==> config.mk <==
export PLATFORM = sky130hd
export DESIGN_NAME = rld_decoder
export DESIGN_NICKNAME = d
export VERILOG_FILES = /design/src/hw/rld_pkg.sv /design/src/hw/rld_nibble_reg.sv /design/src/hw/rld_decoder.sv
export SDC_FILE = /design/constraint.sdc
export NUM_CORES = 1
export LEC_CHECK = 0
export BUFFER_PORTS_ARGS = -buffer_cell sky130_fd_sc_hd__buf_2
export CAP_MARGIN = 10
export CORE_MARGIN = 2
export CORE_UTILIZATION = 45
export CTS_CLUSTER_SIZE = 25
export DETAILED_ROUTE_END_ITERATION = 12
export HOLD_SLACK_MARGIN = 0.15
export PLACE_DENSITY = 0.78
export SLEW_MARGIN = 40
export SYNTH_ARGS = -nofsm -noshare
export SYNTH_HDL_FRONTEND = slang
export SYNTH_SLANG_ARGS = --single-unit
==> constraint.sdc <==
create_clock -name clock_i -period 0.81 [get_ports clock_i]
set_input_delay 0.081 -clock clock_i [delete_from_list [all_inputs] [get_ports clock_i]]
set_output_delay 0.081 -clock clock_i [all_outputs]
set_load 0.02 [all_outputs]
==> src/hw/rld_pkg.sv <==
// Purpose: Constants for the register-load instruction decoder
// Assumes: 10-bit instruction words, 4-bit data path
// Notes:   Opcodes and reset values of the peripheral control registers
package rld_pkg;
  localparam int          OPCODE_W         = 10;
  localparam int          NIBBLE_W         = 4;
  localparam int          SERIAL_W         = 8;
  localparam logic [9:0]  OP_LOAD_SERIAL   = 10'h238;
  localparam logic [9:0]  OP_LOAD_IRQ_1    = 10'h03F;
  localparam logic [9:0]  OP_LOAD_IRQ_2    = 10'h03E;
  localparam logic [9:0]  OP_LOAD_TIMER_1  = 10'h20E;
  localparam logic [3:0]  NIBBLE_RESET     = 4'h0;
  localparam logic [7:0]  SERIAL_RESET     = 8'h00;
  localparam logic [1:0]  SYNC_RESET       = 2'h0;

  typedef enum logic [2:0]
  {
    RLD_NONE         = 3'b000,
    RLD_LOAD_SERIAL  = 3'b001,
    RLD_LOAD_IRQ_1   = 3'b010,
    RLD_LOAD_IRQ_2   = 3'b011,
    RLD_LOAD_TIMER_1 = 3'b100
  } rld_op_e;

  // Classify one instruction word
  function automatic rld_op_e rld_classify(input logic [9:0] word);
    rld_op_e op;
    op = RLD_NONE;
    if (word == OP_LOAD_SERIAL)
      op = RLD_LOAD_SERIAL;
    else if (word == OP_LOAD_IRQ_1)
      op = RLD_LOAD_IRQ_1;
    else if (word == OP_LOAD_IRQ_2)
      op = RLD_LOAD_IRQ_2;
    else if (word == OP_LOAD_TIMER_1)
      op = RLD_LOAD_TIMER_1;
    return op;
  endfunction : rld_classify
endpackage : rld_pkg

==> src/hw/rld_nibble_reg.sv <==
// Purpose: Loadable register with reset value
// Assumes: Synchronous load, async active-low reset
// Notes:   Used for each nibble-wide peripheral control register; the serial register is built separately
module rld_nibble_reg #(
  parameter int          W     = 4,
  parameter logic [W-1:0] INIT = '0
) (
  input  wire logic         clock_i,
  input  wire logic         rst_n_i,
  input  wire logic         load_i,
  input  wire logic [W-1:0] data_i,
  output logic      [W-1:0] value_o
);
  always_ff @(posedge clock_i or negedge rst_n_i)
  begin
    if (!rst_n_i)
      value_o <= INIT;
    else if (load_i)
      value_o <= data_i;
  end
endmodule : rld_nibble_reg

==> src/hw/rld_decoder.sv <==
// Purpose: Decode four transfer instructions into peripheral control loads
// Assumes: One instruction word per valid cycle from the fetch path
// Notes:   Carry and skip outputs are never raised by these instructions
module rld_decoder (
  input  wire logic       clock_i,
  input  wire logic       reset_n_i,
  input  wire logic       instr_valid_i,
  input  wire logic [9:0] instr_i,
  input  wire logic [3:0] accum_i,
  input  wire logic [3:0] companion_i,
  output logic      [7:0] serial_data_o,
  output logic            serial_loaded_o,
  output logic      [3:0] irq_control_first_o,
  output logic      [3:0] irq_control_second_o,
  output logic      [3:0] timer_control_first_o,
  output logic            done_o,
  output logic            carry_write_o,
  output logic            skip_next_o
);
  logic [1:0]      rst_sync_q;
  logic            rst_n;
  rld_pkg::rld_op_e op;
  logic            ld_serial;
  logic            ld_irq1;
  logic            ld_irq2;
  logic            ld_tmr1;

  always_ff @(posedge clock_i or negedge reset_n_i)
  begin
    if (!reset_n_i)
      rst_sync_q <= rld_pkg::SYNC_RESET;
    else
      rst_sync_q <= {rst_sync_q[0], 1'b1};
  end
  assign rst_n = rst_sync_q[1];

  always_comb
  begin
    op = instr_valid_i ? rld_pkg::rld_classify(instr_i) : rld_pkg::RLD_NONE;
  end
  assign ld_serial = (op == rld_pkg::RLD_LOAD_SERIAL);
  assign ld_irq1   = (op == rld_pkg::RLD_LOAD_IRQ_1);
  assign ld_irq2   = (op == rld_pkg::RLD_LOAD_IRQ_2);
  assign ld_tmr1   = (op == rld_pkg::RLD_LOAD_TIMER_1);

  always_ff @(posedge clock_i or negedge rst_n)
  begin
    if (!rst_n)
      serial_data_o <= rld_pkg::SERIAL_RESET;
    else if (ld_serial)
      serial_data_o <= {companion_i, accum_i};
  end

  rld_nibble_reg #(.W(4), .INIT(rld_pkg::NIBBLE_RESET)) u_irq1 (
    .clock_i (clock_i),
    .rst_n_i (rst_n),
    .load_i  (ld_irq1),
    .data_i  (accum_i),
    .value_o (irq_control_first_o)
  );

  rld_nibble_reg #(.W(4), .INIT(rld_pkg::NIBBLE_RESET)) u_irq2 (
    .clock_i (clock_i),
    .rst_n_i (rst_n),
    .load_i  (ld_irq2),
    .data_i  (accum_i),
    .value_o (irq_control_second_o)
  );

  rld_nibble_reg #(.W(4), .INIT(rld_pkg::NIBBLE_RESET)) u_tmr1 (
    .clock_i (clock_i),
    .rst_n_i (rst_n),
    .load_i  (ld_tmr1),
    .data_i  (accum_i),
    .value_o (timer_control_first_o)
  );

  // Serial pulse marks each load of the shift register
  always_ff @(posedge clock_i or negedge rst_n)
  begin
    if (!rst_n)
      serial_loaded_o <= 1'b0;
    else
      serial_loaded_o <= ld_serial;
  end

  // Completion strobe one cycle after each decoded transfer
  always_ff @(posedge clock_i or negedge rst_n)
  begin
    if (!rst_n)
      done_o <= 1'b0;
    else
      done_o <= (op != rld_pkg::RLD_NONE);
  end

  // Carry flag is never written by these transfers
  always_ff @(posedge clock_i or negedge rst_n)
  begin
    if (!rst_n)
      carry_write_o <= 1'b0;
    else
      carry_write_o <= 1'b0;
  end

  // Next word is never skipped
  always_ff @(posedge clock_i or negedge rst_n)
  begin
    if (!rst_n)
      skip_next_o <= 1'b0;
    else
      skip_next_o <= 1'b0;
  end
endmodule : rld_decoder

## Word-level counts from Yosys, hierarchy flattened

Cells that the tools add are included.
Widths: inputs -> output; s select.

| storage, ports and cells | value |
|---|---|
| word-level logic and storage cells | 21 |
| bits in registers | 24 |
| bits of input ports | 21 |
| output and inout port bits | 24 |

| cells by class | value |
|---|---|
| mux-type cells | 5 |
| eq/ne operators | 8 |
| reductions and logical operators | 1 |

Operators with widths:

| cell | number |
|---|---|
| $eq 10x10->1 const B | 2 |
| $eq 10x6->1 const B | 2 |
| $mux 3 | 5 |
| $eq 3x2->1 const B | 2 |
| $eq 3x1->1 const B | 1 |
| $eq 3x3->1 const B | 1 |
| $reduce_bool 3->1 | 1 |

## Depth between registers and ports, before layout

Gate-level depths: netlist of the first run.

| logic depth | value |
|---|---|
| word-level depth | 7 |
| gate-level depth with buffers | 4 |
| mapped depth without buffers | 4 |

## Hierarchy

Synthesis of the first run repeated with hierarchy kept, for this count alone.

| second synthesis, totals | value |
|---|---|
| cells, all modules | 62 |
| area, all modules | 967.2 µm² |

Modules (own cells, without submodules):

| module | area each (µm²) | seq. area each (µm²) | cells an instance | instances |
|---|---|---|---|---|
| rld_decoder | 531.8 | 300.3 | 38 | 1 |
| rld_nibble_reg | 145.1 | 100.1 | 8 | 3 |

## Worst setup path before layout of the first run

OpenSTA, ideal clock, no wires.

| timing | value |
|---|---|
| path kind | input to register |
| start point | in instr_i[0] |
| end point | reg serial_data_o[0] |
| setup time | 125 ps |
| arrival | 1,040 ps |
| required time | 685 ps |
| buffers on the path | 0 |
| setup slack | -355 ps |
| stages | 4 |
| cell sequence | nand4bb_4 -> nor4b_4 -> nand2_4 -> mux2_4 |

| on the way | value |
|---|---|
| word-level cells in the longest chain between the ends | 7 |
| elaborated cells between the ends (all ways) | 10 |
| classes of those cells | 5 x eq/ne; 5 x mux |

RTL lines:

| what | RTL line | text |
|---|---|---|
| start: declaration | rld_decoder.sv:8 | `input wire logic [9:0] instr_i,` |
| $eq 10x10->1 | rld_pkg.sv:35 | `else if (word == OP_LOAD_TIMER_1)` |
| $mux 3 | rld_pkg.sv:35 |  |
| $mux 3 | rld_pkg.sv:33 | `else if (word == OP_LOAD_IRQ_2)` |
| $mux 3 | rld_pkg.sv:31 | `else if (word == OP_LOAD_IRQ_1)` |
| $mux 3 (*) | rld_pkg.sv:29 | `if (word == OP_LOAD_SERIAL)` |
| $mux 3 (*) | rld_decoder.sv:39 | `op = instr_valid_i ? rld_pkg::rld_classify(instr_i) : rld_pkg::RLD_NONE;` |
| $eq 3x1->1 (*) | rld_decoder.sv:41 | `assign ld_serial = (op == rld_pkg::RLD_LOAD_SERIAL);` |
| end signal: assignment | rld_decoder.sv:49 | `serial_data_o <= rld_pkg::SERIAL_RESET;` |
| end signal: assignment | rld_decoder.sv:51 | `serial_data_o <= {companion_i, accum_i};` |
| end: declaration | rld_decoder.sv:11 | `output logic [7:0] serial_data_o,` |

Mark *: on every way between the ends. The rest lies on a longest branch, timed or not.
A chain may end at the register's enable or synchronous reset.

## Final worst setup path of the first run

| timing | value |
|---|---|
| start point | in instr_i[0] |
| end point | reg serial_data_o[6] |

Same word-level chain as after synthesis.

==> results of run 1 <==
worst max-delay path by stage:
stage | from | to | slack [ns] | cells after the start
floorplan | instr_i[0] | serial_data_o[0] | -0.36 | 4
global placement | instr_i[0] | serial_data_o[3] | -0.51 | 5
detailed placement | instr_i[0] | serial_data_o[0] | -0.55 | 5
CTS | instr_i[8] | serial_data_o[0] | -0.20 | 6
global route | serial_data_o[3] | serial_data_o[3] | -0.21 | 1
finish | instr_i[0] | serial_data_o[6] | -0.20 | 6
through the flow:
step	power, uW	worst slack (ns)	instance area [um^2]	utilization [%]	hold WS, ns
CTS	2410	-0.205	1800	82.2	0.0467
global placement	1450	-0.515	1340	60.9	-0.134
detailed placement	1460	-0.548	1340	60.9	-0.133
global route	2510	-0.214	1860	85.0	0.155
floorplan	1340	-0.355	1050	-	-0.215
finish	2430	-0.204	1860	85.0	0.138
synth_stat cells:
cell        n
nand2_4     1
mux2_4      8
o21ai_0     1
mux2_2      8
dfrtp_1    24
inv_1       1
nand2_1     1
nor4b_4     2
nor2_1      3
buf_4       2
and3_1      1
nand3_2     2
conb_1      2
nand3_1     1
and3b_2     1
mux2_1      4
nand4bb_4   1
placed cells by master (no fill, tap or decap):
| cell type | Yosys | final |
|---|---|---|
| mux2_4 | 8 | 15 |
| buf_4 | 2 | 20 |
| nor2_1 | 3 | 2 |
| and3_4 | 0 | 1 |
| mux2_2 | 8 | 5 |
| clkbuf_4 | 0 | 3 |
| nand2_4 | 1 | 1 |
| nand3_2 | 2 | 1 |
| o21ai_0 | 1 | 1 |
| inv_1 | 1 | 1 |
| and3b_2 | 1 | 1 |
| dlygate4sd3_1 | 0 | 10 |
| buf_6 | 0 | 29 |
| buf_2 | 0 | 15 |
| dfrtp_1 | 24 | 24 |
| nand4bb_4 | 1 | 1 |
| nand2_1 | 1 | 1 |
| nand3_4 | 0 | 2 |
| buf_8 | 0 | 2 |
| nor4b_4 | 2 | 2 |
| bufinv_16 | 0 | 1 |
| nand2_8 | 0 | 1 |
| nor2_2 | 0 | 1 |
| conb_1 | 2 | 3 |
routing by layer:
layer / part of all wire (%) / routed length [um]
met1: 42 / 1250
met2: 51 / 1500
met3: 3.0 / 89
met4: 3.5 / 104
met5: 0 / 0
worst max-delay path: cells and delay by family:
family	cells	cell delay, ns
buffers and inverters	2	0.26
and+or+nand+nor	3	0.57
muxes	1	0.30
final cells by class:
type,count,share of cell area [%]
Clock buffer,3,1.21
Clock inverter,1,1.61
Inverter,1,0.202
Multi-Input combinational cell,38,26.2
Sequential cell,24,32.3
Tap cell,28,1.88
Timing Repair Buffer,76,36.6
cell families (layout without fill, tap and decap cells):
kind of cell	Yosys count	in the layout	synth area share, %
AOI/OAI and AO/OA	1	1	0.486
buffers and inverters	3	81	1.82
DFF	24	24	58.3
muxes	20	20	24.8
other	2	3	0.729
and+or+nand+nor	13	14	13.9
repair_timing:
item / 4_1_cts / 5_1_grt
hold buffers: 9 / 1
setup buffers: 13 / 4
hold endpoints to repair: 23 / 4
resized for setup: 63 / 5
cloned: 1 / 0
pin swaps: 9 / 5
endpoints found under the setup margin: 42 / 43
power by group:
group          total (uW)  switching (uW)  leakage, uW  internal, uW
combinational         327             139     0.000644           188
clock                 867             367    0.0000279           500
sequential           1230            12.9     0.000330          1220
flip-flops by register name (all words and copies together), names as in the netlist:
| signal | cells |
|---|---|
| serial_loaded_o | 1 |
| rst_sync_q | 2 |
| u_irq1.value_o | 4 |
| u_irq2.value_o | 4 |
| done_o | 1 |
| serial_data_o | 8 |
| u_tmr1.value_o | 4 |
==> flow_metrics.tcl, run 1 <==
set metrics [dict create \
    setup_viol 42 \
    power-per-cell-area_nw_per_um2 1300 \
    synth-seq-cells 24 \
    finalMaxSlewViolations 0 \
    cpMostUsedCell "buf_6" \
    rrSetupSlack_ns -0.13 \
    synthTopCellsByArea "dfrtp_1, mux2_4, mux2_2" \
    drt-pass1-iter-count 4 \
    multi_input_area_um2 488 \
    chipHeight_um 51.8 \
    cp.required_ns 1.02 \
    fin_setup_tns_ns -5.79 \
    detail_route.vias_per_cell 5.00 \
    drt-total-wl_mm 2.94 \
    num_rows 17 \
    cp.arrival_ns 1.23 \
    grt_pass1_wl_mm 4.44 \
    drtAntennaViolNets 0 \
    dp_hpwl_mm 1.57 \
    syn_to_final_growth_pct 80.8 \
    setup_slack_ns -0.204 \
    numClockSinks 24 \
    synth.distinct_cells 17 \
    cts_buffer_depth 2 \
    skew_ns 0.00939 \
    globalplace.congestion 0.781 \
    hold_end "done_o" \
    io_buffers 42 \
    syn_area_per_cell_um2 16.3 \
    rr_endpoint "u_irq2.value_o[0]" \
    wl_per_cell_um 17.2 \
    cap_violations 0 \
    met1_usage_pct 29.8 \
    grt_max_degree 23 \
    antenna_found_initial 0 \
    h-tree-depth 1 \
    slowest_delay_ns 0.30 \
    boundaryPins 45 \
    synth-seq-area-share_pct 58.3 \
    ys_warn_count 0 \
    fin_nets 165 \
    violations "negative setup slack" \
    cts_made_buffers 3 \
    fin_crit_sh_pct 125 \
    grt.total_usage_pct 23.8 \
    start_util_pct 47.0 \
    r2r_start "u_irq2.value_o[0]" \
    hold_violations 0 \
    worst_setup_path_end_kind "register" \
    clkTransAtPathRegs_ns 0.14 \
    fmax_mhz 986 \
    cp_cell_sequence "buf_6 > nand4bb_4 > nor4b_4 > buf_6 > nand2_4 > mux2_4" \
    core-area_um2 2190 \
    cts_tree "built" \
    globalRoute.busiestLayer "met2" \
    whs_path_depth 4 \
    period_minus_slack_ns 1.01 \
    p_leak_uw 0.00100 \
    grtUsageMet3_pct 3.45 \
    detail_route.iter0.violations 11 \
    grtUsageMet2_pct 38.2 \
    rsz0062_at_grt "yes" \
    die-area_um2 2690 \
    status "complete, but fails checks" \
    fill_cells 106 \
    worstHoldPathType "primary input to register" \
    fp.dieW_um 51.8 \
    antenna_cells 0 \
    drc_errors 0 \
    crit_slowest_cell "mux2_4" \
    synthesis.area_um2 1030 \
    r2r_cells 2 \
    critPathKind "primary input to register" \
    final-instance-count-excl-fill 171 \
    synth_top_area_cell "dfrtp_1" \
    min_from "instr_i[4]" \
    synthCells 63 \
    vdd_ir_drop_max_mv 1.17 \
    grt_pass1_vias 883 \
    clk_latency_ns 0.32 \
    vias 855 \
    seq_area_um2 601 \
    place_inst 139 \
    synth_top_area_share_pct 58.3 \
    worstSetupStartpointType "primary input" \
    clock-root-buffer "clkbuf_4" \
    grt_overflow_total 0 \
    drive_above_1_share_pct 70.6 \
    cp_max_fo 4 \
]
(Power assumes the default switching activity.)
==> run 2: changes to the inputs <==
CORE_UTILIZATION = 49   (was 45)
PLACE_DENSITY = 0.84   (was 0.78)
clock period = 1.19 ns   (was 0.81 ns; I/O delays follow)
==> flow_metrics.tcl, run 2 (synthesis gave the netlist of run 1 again) <==
set metrics [dict create \
    drt-pass1-iter-count 4 \
    detail_route.iter0.violations 2 \
    drt-total-wl_mm 2.12 \
    h-tree-depth 1 \
    antenna_cells 0 \
    clk_latency_ns 0.31 \
    final_core_util_pct 73.7 \
    power-per-cell-area_nw_per_um2 978 \
    detail_route.vias_per_cell 4.78 \
    grt_pass1_vias 735 \
    skew_ns 0.00337 \
    clock-root-buffer "clkbuf_4" \
    seq_area_um2 601 \
    p_leak_uw 0.000864 \
    globalplace.congestion 0.736 \
    hold_ws_ns 0.203 \
    drtAntennaViolNets 0 \
    chipHeight_um 49.8 \
    cts_made_buffers 3 \
    critPathKind "primary input to register" \
    final-instance-count-excl-fill 151 \
    cp.arrival_ns 1.29 \
    worst_setup_path_end_kind "register" \
    p_total_uw 1430 \
    syn_to_final_growth_pct 41.9 \
    numClockSinks 24 \
    worstSetupStartpointType "primary input" \
    place_ws_ns -0.235 \
    place_inst 135 \
    fmax_mhz 928 \
    crit_slowest_cell "nor4b_4" \
    finalMaxSlewViolations 0 \
    drive_above_1_share_pct 58.9 \
    regMostFlops "serial_data_o" \
    boundaryPins 45 \
    fin_crit_sh_pct 90.6 \
    io_buffers 42 \
    multi_input_area_um2 414 \
    start_util_pct 52.0 \
    clkTransAtPathRegs_ns 0.13 \
    core-area_um2 1980 \
    rsz0062_at_grt "no" \
    die-area_um2 2480 \
    cap_violations 0 \
    cp_max_fo 4 \
    period_minus_slack_ns 1.08 \
    cts_buffer_depth 2 \
    wl_per_cell_um 14.0 \
    worstHoldPathType "primary input to register" \
    mostFrequentLayoutCells "buf_2, dfrtp_1, dlygate4sd3_1" \
    status "finished, final reports clean" \
    fp.dieW_um 49.8 \
    slowest_delay_ns 0.33 \
    setup_slack_ns 0.112 \
    fin_nets 146 \
    grt.total_usage_pct 20.0 \
    vdd_ir_drop_max_mv 0.790 \
    grt_max_degree 17 \
    fill_cells 131 \
    largest_reg_flops 8 \
    cp_cell_sequence "buf_2 > nand3_2 > nor4b_4 > and3b_2 > mux2_1" \
    drc_errors 0 \
    vias 722 \
    grt_pass1_wl_mm 3.60 \
    hold_violations 0 \
    setup_viol 0 \
    antenna_found_initial 0 \
    grt_overflow_total 0 \
    cp.required_ns 1.40 \
    cts_tree "built" \
    num_rows 16 \
    final_common_cell "buf_2" \
    dp_hpwl_mm 1.53 \
]
## run 2: cell types whose count changed in the layout (fill, tap and decap cells not counted), sizes merged
cell / change
buf: -20
bufinv: -1
clkbuf: +1
dlygate4sd3: +2
nand2: -1
## run 2: worst max-delay path, delay by kind of cell
kind                   cells  cell delay, ns
AND/OR/NAND/NOR            3            0.72
buffers and inverters      1            0.12
multiplexers               1            0.33
## run 2: routing by layer
metal | track usage, % | share of wire [%]
met5 | 0 | 0
met4 | 6.94 | 1.3
met3 | 3.64 | 4.7
met2 | 32.4 | 51
met1 | 27.0 | 43
## run 2: cell type report
class                           instances  area share, %
Multi-Input combinational cell         37           28.3
Sequential cell                        24           41.1
Timing Repair Buffer                   58           25.5
Tap cell                               27           2.31
Inverter                                1          0.257
Clock buffer                            4           2.48
## run 2: path summary, 6_finish.rpt
path | start | end | slack [ns] | cells past startpoint
max | instr_i[1] | u_irq2.value_o[3] | 0.11 | 5
min | instr_i[8] | done_o | 0.20 | 4
max reg2reg | rst_sync_q[1] | u_irq1.value_o[2] | 0.31 | 1
min reg2reg | rst_sync_q[1] | serial_data_o[4] | 0.25 | 1
max in group asynchronous | rst_sync_q[1] | u_irq1.value_o[2] | 0.31 | 1
min in group asynchronous | rst_sync_q[1] | serial_data_o[4] | 0.25 | 1
## run 2: report_power, final
part | internal (uW) | switching, uW
Clock | 187 | 239
Sequential | 829 | 8.22
Combinational | 88.5 | 76.9
Total | 1100 | 324
## run 2: timing repair
item	CTS	global route
resized for setup	0	0
endpoints found under the setup margin	0	0
buffers inserted	0	0
hold buffers	12	0
endpoints found under the hold margin	26	0
## run 2: per-stage QoR
stage | area (um^2) | TNS [ns]
finish | 1460 | 0
global route | 1460 | 0
CTS | 1460 | 0
detailed placement | 1310 | -3.45
global placement | 1310 | -2.70
floorplan | 1030 | -0.130
==> run 3: changes to the inputs <==
CELL_PAD_IN_SITES_DETAIL_PLACEMENT = 1   (was default)
CELL_PAD_IN_SITES_GLOBAL_PLACEMENT = 2   (was default)
CORE_UTILIZATION = 32   (was 49)
CTS_CLUSTER_DIAMETER = 80   (was default)
HOLD_SLACK_MARGIN = default   (was 0.15)
==> flow_metrics.tcl, run 3 (synthesis gave the netlist of run 1 again) <==
set metrics [dict create \
    fin_nets 139 \
    drive_above_1_share_pct 65.8 \
    place_inst 156 \
    antenna_found_initial 0 \
    skew_ns 0.00386 \
    hold_ws_ns 0.0293 \
    cap_violations 0 \
    die-area_um2 3690 \
    p_clk_share_pct 29.9 \
    globalplace.congestion 0.648 \
    combinationalPowerShare_pct 10.2 \
    antenna_cells 0 \
    cp.required_ns 1.40 \
    whs_path_depth 2 \
    grt_pass1_vias 786 \
    drt-pass1-iter-count 2 \
    grt_max_degree 14 \
    p_int_uw 1080 \
    core-area_um2 3050 \
    start_util_pct 33.7 \
    cp_max_fo 9 \
    numClockSinks 24 \
    r2r_cells 1 \
    final_common_cell "buf_2" \
    hold_violations 0 \
    cts_made_buffers 3 \
    grt_pass1_wl_mm 3.48 \
    worstHoldPathType "primary input to register" \
    fin_setup_tns_ns 0 \
    boundaryPins 45 \
    p_total_uw 1390 \
    cts_tree "built" \
    syn_to_final_growth_pct 35.0 \
    p_leak_uw 0.000833 \
    period_minus_slack_ns 1.08 \
    clk_latency_ns 0.31 \
    finalMaxSlewViolations 0 \
    cts_buffer_depth 2 \
    critPathKind "primary input to register" \
    cp.arrival_ns 1.28 \
    slowest_delay_ns 0.33 \
    fmax_mhz 927 \
    drtAntennaViolNets 0 \
    fp.dieW_um 60.7 \
    power-per-cell-area_nw_per_um2 1000 \
    crit_slowest_cell "mux2_4" \
    clkTransAtPathRegs_ns 0.12 \
    detail_route.iter0.violations 4 \
    setup_slack_ns 0.112 \
    worstSetupStartpointType "primary input" \
    grt_overflow_total 0 \
    io_buffers 42 \
    dp_hpwl_mm 1.84 \
    wl_per_cell_um 13.8 \
    cts_resized 0 \
    worst_setup_path_end_kind "register" \
    final-instance-count-excl-fill 161 \
    swShare_pct 22.3 \
    cp_cell_sequence "buf_2 > nand4bb_4 > nor4b_4 > nand2_4 > mux2_4" \
    h-tree-depth 1 \
    worstSetupPathDepth 5 \
    vdd_ir_drop_max_mv 0.523 \
    status "finished, final reports clean" \
    largest_reg_flops 8 \
    vias 699 \
    post_cts_buffers 0 \
    chipHeight_um 60.7 \
    setup_viol 0 \
    num_rows 20 \
    worst-path-buf-inv 1 \
    regMostFlops "serial_data_o" \
    grt.total_usage_pct 13.2 \
    clock-root-buffer "clkbuf_4" \
    fin_crit_sh_pct 90.6 \
    cp_top_family "simple AND/OR/NAND/NOR gates" \
    place_ws_ns -0.240 \
    detail_route.vias_per_cell 4.34 \
    drt-total-wl_mm 2.23 \
    p_sw_uw 311 \
    rsz0062_at_grt "no" \
    seqPwrFrac_pct 59.9 \
    hold_buffers 1 \
    drc_errors 0 \
    mostFrequentLayoutCells "buf_2, dfrtp_1, mux2_2, mux2_4, buf_4" \
]
run 3: area by class of cell:
class                           instances  area [um^2]
Sequential cell                        24          601
Multi-Input combinational cell         37          414
Inverter                                1         3.75
Fill cell                             344         1660
Clock buffer                            4         36.3
Tap cell                               44         55.1
Timing Repair Buffer                   51          280
run 3: through the flow:
stage	instance area, um^2	util, %
after global placement	1340	44.0
after detailed placement	1340	44.0
after CTS	1390	45.5
after floorplan	1030	-
after global routing	1390	45.5
final	1390	45.5
run 3: power groups by stage:
stage / Combinational [uW] / Sequential, uW / Clock, uW
2_1_floorplan: 38.2 / 873 / 0
3_3_place_gp: 135 / 851 / 0
3_5_place_dp: 142 / 851 / 0
4_1_cts: 145 / 836 / 439
5_1_grt: 155 / 837 / 466
6_report: 142 / 835 / 417
run 3: worst paths after layout:
path                                         from                end  slack [ns]
worst max-delay path                   instr_i[0]   serial_data_o[4]        0.11
worst min register to register      rst_sync_q[1]  u_tmr1.value_o[2]        0.18
worst min-delay path               companion_i[3]   serial_data_o[7]        0.03
max in group asynchronous           rst_sync_q[1]  u_tmr1.value_o[0]        0.83
worst max register to register  u_irq2.value_o[3]  u_irq2.value_o[3]        0.40
min in group asynchronous               reset_n_i      rst_sync_q[1]        0.11
run 3: layer usage:
layer | up-vias | wire length, um | track usage (%)
li1 | 321 | - | -
met4 | 0 | 17 | 3.73
met3 | 2 | 207 | 3.62
met5 | - | 0 | 0
met2 | 34 | 1150 | 24.6
met1 | 342 | 860 | 14.5
